--- config.mk ---
export PLATFORM = sky130hd
export DESIGN_NAME = hub_port_power_config_regs
export DESIGN_NICKNAME = d
export VERILOG_FILES = /design/src/shared/hub_cfg_pkg.sv /design/src/design/hub_port_power_config_regs.sv /design/src/design/sense_sync.sv
export SDC_FILE = /design/constraint.sdc
export NUM_CORES = 1
export LEC_CHECK = 0
export BUFFER_PORTS_ARGS = -buffer_cell sky130_fd_sc_hd__buf_2
export CAP_MARGIN = 5
export CORE_ASPECT_RATIO = 0.9
export CORE_MARGIN = 4
export CORE_UTILIZATION = 47
export CTS_CLUSTER_DIAMETER = 40
export DETAILED_ROUTE_END_ITERATION = 7
export GPL_ROUTABILITY_DRIVEN = 0
export PLACE_DENSITY = 0.73
export SLEW_MARGIN = 20
export SYNTH_ARGS = -nofsm -noshare
export SYNTH_HDL_FRONTEND = slang
export SYNTH_SLANG_ARGS = --single-unit
--- constraint.sdc ---
create_clock -name clk -period 1.6 [get_ports clk]
set_input_delay 0.16 -clock clk [delete_from_list [all_inputs] [get_ports clk]]
set_output_delay 0.16 -clock clk [all_outputs]
set_load 0.005 [all_outputs]
--- src/shared/hub_cfg_pkg.sv ---
package hub_cfg_pkg;

    // Register indices on the byte-wide configuration port
    localparam logic [7:0] ADDR_STATUS_CMD      = 8'h00;
    localparam logic [7:0] ADDR_PROT_LO         = 8'h01;
    localparam logic [7:0] ADDR_PROT_HI         = 8'h10;
    localparam logic [7:0] ADDR_RELEASE_LOW     = 8'h05;
    localparam logic [7:0] ADDR_RELEASE_HIGH    = 8'h06;
    localparam logic [7:0] ADDR_FEATURE_A       = 8'h07;
    localparam logic [7:0] ADDR_FEATURE_B       = 8'h08;
    localparam logic [7:0] ADDR_FIXED_PORTS     = 8'h09;
    localparam logic [7:0] ADDR_SP_PORT_OFF     = 8'h0A;

    // Reset value of every stored configuration byte
    localparam logic [7:0] REG_RESET            = 8'h00;

    // Field positions, first feature byte
    localparam int A_POWER_SRC   = 7;
    localparam int A_LED         = 6;
    localparam int A_FS_ONLY     = 5;
    localparam int A_MTT         = 4;
    localparam int A_EOP_SUP     = 3;
    localparam int A_SENSE_HI    = 2;
    localparam int A_SENSE_LO    = 1;
    localparam int A_PER_PORT_POWER_SWITCHING    = 0;

    // Field positions, second feature byte
    localparam int B_DYNAMIC     = 7;
    localparam int B_DELAY_HI    = 5;
    localparam int B_DELAY_LO    = 4;
    localparam int B_COMPOUND    = 3;

    // Writable bits of the second byte and the port masks
    localparam logic [7:0] B_WRITE_MASK         = 8'hB8;
    localparam logic [7:0] PORT_WRITE_MASK      = 8'h0E;

    // Status/command lock bit position
    localparam int CMD_LOCK      = 1;

    // Over-current sensing modes
    typedef enum logic [1:0] {
        SENSE_GANGED     = 2'b00,
        SENSE_PER_PORT   = 2'b01,
        SENSE_NONE       = 2'b10
    } sense_mode_t;

    // Over-current delay times in microseconds, and clock rate
    localparam int CLK_MHZ       = 250;
    localparam int DELAY0_US     = 100;
    localparam int DELAY1_US     = 2000;
    localparam int DELAY2_US     = 4000;
    localparam int DELAY3_US     = 6000;

    // Byte access on the configuration port
    typedef struct packed {
        logic       wr;
        logic       rd;
        logic [7:0] addr;
        logic [7:0] wdata;
    } cfg_req_t;

    // Decoded hub configuration
    typedef struct packed {
        logic        self_powered;
        logic        led_indicator_present;
        logic        full_speed_only;
        logic        per_port_translator_en;
        logic        frame_end_packet_suppress;
        sense_mode_t overload_sense_mode;
        logic        per_port_power_switching;
        logic        dynamic_switching;
        logic        compound_device;
        logic [2:0]  fixed_port_mask;
        logic [2:0]  port_disabled;
        logic [15:0] device_release;
    } hub_cfg_t;

endpackage

--- src/design/hub_port_power_config_regs.sv ---
`timescale 1ns/10ps
// Summary of operation
// - Power source bit: 0 bus, 1 self
// - Dynamic mode takes power from sense pin
// - Bit six reports LED indicators present
// - Bit five forces full-speed-only attach
// - Bit four selects per-port translators
// - Bit three suppresses full-speed frame-end packet
// - Bits 2:1 pick over-current sensing mode
// - Bit zero selects per-port power switching
// - Dynamic bit allows automatic power fallback
// - Bits 5:4 choose over-current delay
// - Bit three reports compound device
// - Fixed-port bits 1-3 mark non-removable ports
// - Fixed-port bit zero reads zero
// - Self-powered port disable bits 1-3
// - Release id from bytes 05h and 06h
// - Reset clears every register to zero, except the over-current delay count, which loads the 100 us count
// - Lock bit blocks writes 01h-10h until reset
module hub_port_power_config_regs
    import hub_cfg_pkg::*;
#(
    parameter int DELAY_CYC_W = 24   // Width of over-current delay count
)
(
    input  wire logic             clk,
    input  wire logic             nrst,
    input  wire cfg_req_t         req,
    output logic [7:0]            rdata,
    output logic                  rvalid,
    output logic                  write_refused,
    input  wire logic             local_power_sense_pin,
    output hub_cfg_t              cfg,
    output logic [DELAY_CYC_W-1:0] overload_delay_cycles
);

    // Delay counts in cycles, derived from microseconds and clock rate
    localparam logic [DELAY_CYC_W-1:0] DELAY0_CYC = DELAY_CYC_W'(DELAY0_US * CLK_MHZ);
    localparam logic [DELAY_CYC_W-1:0] DELAY1_CYC = DELAY_CYC_W'(DELAY1_US * CLK_MHZ);
    localparam logic [DELAY_CYC_W-1:0] DELAY2_CYC = DELAY_CYC_W'(DELAY2_US * CLK_MHZ);
    localparam logic [DELAY_CYC_W-1:0] DELAY3_CYC = DELAY_CYC_W'(DELAY3_US * CLK_MHZ);

    logic [7:0] release_low_reg;    // Device release low byte
    logic [7:0] release_high_reg;   // Device release high byte
    logic [7:0] feature_a_reg;      // First feature byte
    logic [7:0] feature_b_reg;      // Second feature byte
    logic [7:0] fixed_ports_reg;    // Non-removable port mask
    logic [7:0] sp_off_reg;         // Self-powered port disable mask
    logic       config_lock_reg;    // Write-once lock
    logic       local_power;        // Synchronised sense pin
    logic       in_prot_range;      // Write targets locked range
    logic       wr_ok;              // Write allowed this cycle
    logic       self_powered;       // Effective power source
    logic [7:0] rd_mux;             // Read data before the output flop

    // Sense pin comes from outside, so it is filtered first
    sense_sync u_sense_sync
    (
        .clk   (clk),
        .nrst  (nrst),
        .pin   (local_power_sense_pin),
        .level (local_power)
    );

    // Address window guarded by the lock
    assign in_prot_range = (req.addr >= ADDR_PROT_LO) && (req.addr <= ADDR_PROT_HI);
    assign wr_ok         = req.wr && !(config_lock_reg && in_prot_range);

    // Lock is write-once; only the reset pin clears it
    always_ff @(posedge clk or negedge nrst)
    begin
        if (!nrst)
            config_lock_reg <= 1'b0;
        else if (req.wr && req.addr == ADDR_STATUS_CMD && req.wdata[CMD_LOCK])
            config_lock_reg <= 1'b1;
    end

    // Device release bytes
    always_ff @(posedge clk or negedge nrst)
    begin
        if (!nrst)
        begin
            release_low_reg  <= REG_RESET;
            release_high_reg <= REG_RESET;
        end
        else if (wr_ok)
        begin
            if (req.addr == ADDR_RELEASE_LOW)
                release_low_reg <= req.wdata;
            if (req.addr == ADDR_RELEASE_HIGH)
                release_high_reg <= req.wdata;
        end
    end

    // Feature bytes; reserved bits of the second byte never store
    always_ff @(posedge clk or negedge nrst)
    begin
        if (!nrst)
        begin
            feature_a_reg <= REG_RESET;
            feature_b_reg <= REG_RESET;
        end
        else if (wr_ok)
        begin
            if (req.addr == ADDR_FEATURE_A)
                feature_a_reg <= req.wdata;
            if (req.addr == ADDR_FEATURE_B)
                feature_b_reg <= req.wdata & B_WRITE_MASK;
        end
    end

    // Port masks; bit 0 and upper reserved bits stay zero
    always_ff @(posedge clk or negedge nrst)
    begin
        if (!nrst)
        begin
            fixed_ports_reg <= REG_RESET;
            sp_off_reg      <= REG_RESET;
        end
        else if (wr_ok)
        begin
            if (req.addr == ADDR_FIXED_PORTS)
                fixed_ports_reg <= req.wdata & PORT_WRITE_MASK;
            if (req.addr == ADDR_SP_PORT_OFF)
                sp_off_reg <= req.wdata & PORT_WRITE_MASK;
        end
    end

    // Effective power source: pin in dynamic mode, stored bit otherwise
    always_comb
    begin
        if (feature_b_reg[B_DYNAMIC])
            self_powered = local_power;
        else
            self_powered = feature_a_reg[A_POWER_SRC];
    end

    // Read mux; unmapped indices read zero
    always_comb
    begin
        unique case (req.addr)
            ADDR_STATUS_CMD:   rd_mux = {6'h00, config_lock_reg, 1'b0};
            ADDR_RELEASE_LOW:  rd_mux = release_low_reg;
            ADDR_RELEASE_HIGH: rd_mux = release_high_reg;
            ADDR_FEATURE_A:    rd_mux = feature_a_reg;
            ADDR_FEATURE_B:    rd_mux = feature_b_reg;
            ADDR_FIXED_PORTS:  rd_mux = fixed_ports_reg;
            ADDR_SP_PORT_OFF:  rd_mux = sp_off_reg;
            default:           rd_mux = 8'h00;
        endcase
    end

    // Registered read answer, one cycle after the request
    always_ff @(posedge clk or negedge nrst)
    begin
        if (!nrst)
        begin
            rdata  <= 8'h00;
            rvalid <= 1'b0;
        end
        else
        begin
            rvalid <= req.rd;
            rdata  <= req.rd ? rd_mux : 8'h00;
        end
    end

    // Pulse when a locked write is dropped
    always_ff @(posedge clk or negedge nrst)
    begin
        if (!nrst)
            write_refused <= 1'b0;
        else
            write_refused <= req.wr && config_lock_reg && in_prot_range;
    end

    // Decoded configuration, registered for the hub core
    always_ff @(posedge clk or negedge nrst)
    begin
        if (!nrst)
            cfg <= '0;
        else
        begin
            cfg.self_powered              <= self_powered;
            cfg.led_indicator_present     <= feature_a_reg[A_LED];
            cfg.full_speed_only           <= feature_a_reg[A_FS_ONLY];
            cfg.per_port_translator_en    <= feature_a_reg[A_MTT];
            cfg.frame_end_packet_suppress <= feature_a_reg[A_EOP_SUP];
            // No-sensing is legal only with bus power; host keeps that
            if (feature_a_reg[A_SENSE_HI])
                cfg.overload_sense_mode <= SENSE_NONE;
            else if (feature_a_reg[A_SENSE_LO])
                cfg.overload_sense_mode <= SENSE_PER_PORT;
            else
                cfg.overload_sense_mode <= SENSE_GANGED;
            cfg.per_port_power_switching  <= feature_a_reg[A_PER_PORT_POWER_SWITCHING];
            cfg.dynamic_switching         <= feature_b_reg[B_DYNAMIC];
            cfg.compound_device           <= feature_b_reg[B_COMPOUND];
            cfg.fixed_port_mask           <= fixed_ports_reg[3:1];
            // Disable mask applies only while self-powered
            cfg.port_disabled             <= self_powered ? sp_off_reg[3:1] : 3'b000;
            cfg.device_release            <= {release_high_reg, release_low_reg};
        end
    end

    // Over-current delay count from the two select bits
    always_ff @(posedge clk or negedge nrst)
    begin
        if (!nrst)
            overload_delay_cycles <= DELAY0_CYC;
        else
        begin
            unique case (feature_b_reg[B_DELAY_HI:B_DELAY_LO])
                2'b00: overload_delay_cycles <= DELAY0_CYC;
                2'b01: overload_delay_cycles <= DELAY1_CYC;
                2'b10: overload_delay_cycles <= DELAY2_CYC;
                2'b11: overload_delay_cycles <= DELAY3_CYC;
            endcase
        end
    end

endmodule // hub_port_power_config_regs

--- src/design/sense_sync.sv ---
`timescale 1ns/10ps
// Three-stage pin synchroniser; output moves once stages two and three agree
module sense_sync
    import hub_cfg_pkg::*;
(
    input  wire logic clk,
    input  wire logic nrst,
    input  wire logic pin,
    output logic      level
);

    logic meta_reg;      // First stage, read only by the second
    logic s2_reg;        // Second stage
    logic s3_reg;        // Third stage

    // Shift chain
    always_ff @(posedge clk or negedge nrst)
    begin
        if (!nrst)
        begin
            meta_reg <= 1'b0;
            s2_reg   <= 1'b0;
            s3_reg   <= 1'b0;
        end
        else
        begin
            meta_reg <= pin;
            s2_reg   <= meta_reg;
            s3_reg   <= s2_reg;
        end
    end

    // Filtered level holds until two late stages agree
    always_ff @(posedge clk or negedge nrst)
    begin
        if (!nrst)
            level <= 1'b0;
        else if (s2_reg == s3_reg)
            level <= s3_reg;
    end

endmodule // sense_sync

# Word-level counts from Yosys, hierarchy flattened
# Cells that the tools add are included.
# Widths: inputs -> output; s select.
dict set report word_totals {
  ff_bits 105
  input_bits 21
}
dict set report classes {
  order_cmp 2
  n_eq_ne 10
  n_mux 7
  reduce_logical 16
}
# cell count
set op_table {}
lappend op_table {{$pmux 24 s4} 1}
lappend op_table {{$pmux 8 s7} 1}
lappend op_table {{$eq 8x3->1 const B} 3}
lappend op_table {{$eq 8x4->1 const B} 3}
lappend op_table {{$reduce_and 2->1} 6}
lappend op_table {{$ge 8x1->1 const B} 1}
lappend op_table {{$le 8x5->1 const B} 1}
lappend op_table {{$logic_not 8->1} 1}
lappend op_table {{$mux 8} 1}
lappend op_table {{$logic_and 1x1->1} 7}
lappend op_table {{$eq 2x2->1 const B} 2}
lappend op_table {{$mux 3} 1}
lappend op_table {{$eq 2x1->1 const B} 1}
lappend op_table {{$logic_not 2->1} 1}
lappend op_table {{$mux 1} 2}
lappend op_table {{$mux 2} 1}
lappend op_table {{$eq 1x1->1} 1}
lappend op_table {{$logic_not 1->1} 1}

# Logic depth before layout (Yosys ltp)
dict set report logic_depth {
  ltp_word 6
  depth_mapped 6
  ltp_nobuf 4
}

# Hierarchy
# A second synthesis with hierarchy kept.
dict set report unflattened {
  cells_unflattened 238
  hier_area_um2 3550.9
}
# mod n_inst cells_each area_each_um2 seq_area_each_um2
set by_module_without_submodules {}
lappend by_module_without_submodules {hub_port_power_config_regs 1 233 3439.5 2155.8}
lappend by_module_without_submodules {sense_sync 1 5 111.4 100.1}

# Worst setup path before layout
# Ideal clock, no wire load.
dict set report synth_path {
  path_kind {register -> register}
  startpoint {reg config_lock_reg}
  endpoint {reg feature_a_reg[0]}
  arrival_ps 1578
  t_required_ps 1475
  setup_slack_ps -102
  stages_incl_launch_ff 5
  synth_period_minus_slack_ps 1702
  path_cell_list {dfrtp_1 or4b_1 o21ai_2 nor2_2 mux2_2}
}
dict set report synth_between {
  elab_chain_cells 4
}
# element line
set synth_lines {}
lappend synth_lines {{start, declared} hub_port_power_config_regs.sv:49} ;# logic config_lock_reg;
lappend synth_lines {{start signal, assigned} hub_port_power_config_regs.sv:73} ;# config_lock_reg <= 1'b0;
lappend synth_lines {{start signal, assigned} hub_port_power_config_regs.sv:75} ;# config_lock_reg <= 1'b1;
lappend synth_lines {{$logic_and 1x1->1} hub_port_power_config_regs.sv:67} ;# assign wr_ok = req.wr && !(config_lock_reg && in_prot_range);
lappend synth_lines {{$logic_not 1->1} hub_port_power_config_regs.sv:67}
lappend synth_lines {{$logic_and 1x1->1} hub_port_power_config_regs.sv:67}
lappend synth_lines {{$reduce_and 2->1 (no line)} -}
lappend synth_lines {{end signal, assigned} hub_port_power_config_regs.sv:106} ;# feature_a_reg <= req.wdata;
lappend synth_lines {{end, declared} hub_port_power_config_regs.sv:45} ;# logic [7:0] feature_a_reg;
# No other way between the ends.
# A chain may end at the register's enable or synchronous reset.

# Final worst setup path
dict set report layout_path {
  startpoint {reg config_lock_reg}
  endpoint {reg feature_b_reg[4]}
}
dict set report layout_between {
  elab_chain_cells 4
}
# element line
set layout_lines {}
lappend layout_lines {{$logic_and 1x1->1} hub_port_power_config_regs.sv:67}
lappend layout_lines {{$logic_not 1->1} hub_port_power_config_regs.sv:67}
lappend layout_lines {{$logic_and 1x1->1} hub_port_power_config_regs.sv:67}
lappend layout_lines {{$reduce_and 2->1 (no line)} -}
lappend layout_lines {{end signal, assigned} hub_port_power_config_regs.sv:108} ;# feature_b_reg <= req.wdata & B_WRITE_MASK;
lappend layout_lines {{end, declared} hub_port_power_config_regs.sv:46} ;# logic [7:0] feature_b_reg;
# No other way between the ends.

==> results.sh <==
export IMPL_status="complete, but fails checks"
export IMPL_failed_checks="setup timing"
export IMPL_regArea_mm2=0.002256
export IMPL_finalClockSkew_ns=0.007687
export IMPL_min_period_ns=1.745
export IMPL_maxSlewHeadroom_pct=65.84
export IMPL_worstPathArrival_ns=1.99
export IMPL_grtUsageMet2_pct=29.65
export IMPL_grt_max_degree=91
export IMPL_ys_flop_type="dfrtp_1"
export IMPL_p_per_area_mw_per_mm2=981.6
export IMPL_grtUsageTotal_pct=17.89
export IMPL_min_path_type="in2reg"
export IMPL_synth_cells=238
export IMPL_grt_pass1_wl_um=12030
export IMPL_path_clk_slew_ns=0.09
export IMPL_clk_latency_ns=0.36
export IMPL_use_met1_pct=23.44
export IMPL_regMostFlops="cfg"
export IMPL_fmax_mhz=572.9
export IMPL_p_leak_nw=2.329
export IMPL_async_flop_share_pct=100.0
export IMPL_yosysWarnings=0
export IMPL_hold_viol_final=0
export IMPL_seq_area_frac_synth_pct=64.95
export IMPL_stdcell_area_mm2=0.004422
export IMPL_antenna_found_initial=0
export IMPL_synth_edf_count=0
export IMPL_die_area_mm2=0.008831
export IMPL_cp_end_kind="register"
export IMPL_rsz0062_at_grt="yes"
export IMPL_placed_cells=423
export IMPL_rows=29
export IMPL_wl_um=7351
export IMPL_multi_input_area_mm2=0.001134
export IMPL_path_class="reg2reg"
export IMPL_yosysUniqueCellTypes=43
export IMPL_cts_buffers=9
export IMPL_initial_utilization_pct=48.84
export IMPL_fin_ws_ns=-0.1455
export IMPL_worstPathMaxFanout=6
export IMPL_ir_drop_mv=0.5235
export IMPL_vias=2221
export IMPL_syn_area_mm2=0.003473
export IMPL_fin_cells=444
export IMPL_viasPerCell=5.002
export IMPL_core_mm2=0.007112
export IMPL_slew_violations=0
export IMPL_maxCapViolCount=0
export IMPL_required_ns=1.85
export IMPL_root_buffer="clkbuf_8"
export IMPL_syn_to_final_growth_pct=27.31
export IMPL_largest_register_ffs=32
export IMPL_fin_util_pct=62.17
export IMPL_top_usage_layer="met2"
export IMPL_wl_per_cell_um=16.56
export IMPL_cts_htree_levels=3
export IMPL_die_x_um=98.62
export IMPL_fin_crit_sh_pct=109.1
export IMPL_worstMarginPinSlew_ns=0.5119
export IMPL_cp_start_kind="register"
export IMPL_die_y_um=89.56
export IMPL_power_mw=4.340
export IMPL_syn_avg_cell_area_um2=14.59
export IMPL_setup_violations=34
export IMPL_io_pins=87
export IMPL_detail_route_antenna_nets=0
export IMPL_dpl_cell_area_mm2=0.004133
export IMPL_fill_cells=582
export IMPL_grt_pass1_vias=2298
export IMPL_cts_buffer_depth=2
export IMPL_first_iter_violations=65
export IMPL_layout_nets=373
export IMPL_n_antenna_cell=0
export IMPL_cts_tree="done"
export IMPL_dp_final_hpwl_um=5331
export IMPL_largestRegisters="cfg (32), overload_delay_cycles (9)"
export IMPL_grt_ovfl_total=0
export IMPL_hold_slack_ns=0.06807
export IMPL_cts_sinks=90
export IMPL_grt_util_met3_pct=4.602
export IMPL_ys_seq_elements=90
export IMPL_drive_gt1_share_pct=51.00
export IMPL_drcViolationCount=0
export IMPL_dr_pass1_iters=4
export IMPL_port_buffers=76
==> layout make-up <==
class,count,share of cell area (%)
clock inverters,6,1.500
clock buffers,10,3.113
well taps,93,2.632
inverters,8,0.6791
multi-input cells,127,25.64
flip-flops and latches,90,51.02
repair buffers,110,15.42
==> synthesized netlist by cell type (2+ instances only) <==
library cell	n	area share (%)
a21oi_1	2	0.29
a22o_1	6	1.5
a22oi_1	3	0.65
a32oi_1	3	0.76
and2_1	2	0.36
buf_4	15	3.2
clkbuf_1	5	0.54
dfrtp_1	87	63
dfstp_2	3	2.3
ha_1	6	2.2
inv_1	8	0.86
mux2_2	42	14
mux2i_1	2	0.58
nand2_1	5	0.54
nand3_1	3	0.43
nor2_1	11	1.2
nor2b_1	7	1.3
nor4_1	2	0.36
nor4_4	2	1.2
==> what timing repair did <==
item / 4_1_cts / 5_1_grt
buffers inserted: 3 / 1
gates resized for setup: 4 / 2
pin swaps: 3 / 1
endpoints found under the hold margin: 89 / 0
endpoints found under the setup margin: 34 / 34
hold buffers: 3 / 0
==> report_power, final <==
| part | leakage, nW | total [mW] | internal [mW] | switching (mW) |
|---|---|---|---|---|
| clock | 0.0945 | 1.55 | 0.763 | 0.785 |
| combinational | 1.01 | 0.363 | 0.174 | 0.190 |
| sequential | 1.22 | 2.43 | 2.37 | 0.0564 |
| total | 2.33 | 4.34 | 3.31 | 1.03 |
==> metal layers <==
layer | share of wire (%) | vias to the layer above
met5 | 0 | -
met1 | 44 | 1115
li1 | - | 1018
met3 | 5.8 | 11
met2 | 48 | 77
met4 | 1.5 | 0
==> through the flow <==
step	setup TNS (ns)	setup WS [ns]
CTS	-2.644	-0.1164
finish	-3.497	-0.1455
detailed placement	-6.319	-0.2126
global placement	-5.572	-0.1913
floorplan	-1.954	-0.07646
global route	-5.365	-0.2004
==> path summary, 6_finish.rpt <==
check / startpoint / end / slack (ns) / cells after the start
max: config_lock_reg / feature_b_reg[4] / -0.15 / 6
min: req[6] / release_high_reg[6] / 0.07 / 2
max reg2reg: config_lock_reg / feature_b_reg[4] / -0.15 / 6
min reg2reg: u_sense_sync.meta_reg / u_sense_sync.s2_reg / 0.35 / 0
max in group asynchronous: nrst / overload_delay_cycles[14] / 0.85 / 3
min in group asynchronous: nrst / cfg[31] / 0.38 / 3
==> kinds of logic after synthesis <==
family                   Yosys count  share of synthesized area, %
AO/OA/AOI/OAI                     22                         5.044
other                              1                        0.1080
AND/OR/NAND/NOR                   43                         8.105
adder cells (fa/ha/maj)            7                         2.450
flip-flops                        90                         64.95
XOR/XNOR                           1                        0.2522
buffers and inverters             30                         4.899
multiplexers                      44                         14.19
==> cells in the final DEF (no fill, tap or decap), types with 3 or more instances in the layout <==
| master | Yosys | final |
|---|---|---|
| conb_1 | 1 | 10 |
| a22oi_1 | 3 | 3 |
| nor4_4 | 2 | 4 |
| ha_1 | 6 | 6 |
| buf_2 | 1 | 75 |
| nand3_1 | 3 | 3 |
| dfrtp_1 | 87 | 87 |
| clkbuf_8 | 0 | 10 |
| nor2_1 | 11 | 11 |
| inv_1 | 8 | 8 |
| clkinvlp_4 | 0 | 3 |
| a22o_1 | 6 | 6 |
| mux2_2 | 42 | 40 |
| dlygate4sd3_1 | 0 | 3 |
| nor2b_1 | 7 | 6 |
| dfstp_2 | 3 | 3 |
| buf_6 | 0 | 3 |
| nand2_1 | 5 | 4 |
| buf_4 | 15 | 27 |
| a32oi_1 | 3 | 3 |
==> critical path: stages, from the launching register on <==
cell and delay, ns:
dfrtp_1 0.34, or4b_4 0.48, o21ai_4 0.17, buf_12 0.14
nor4_4 0.05, buf_4 0.17, mux2_2 0.27
Power figures use the tool's default switching activity.
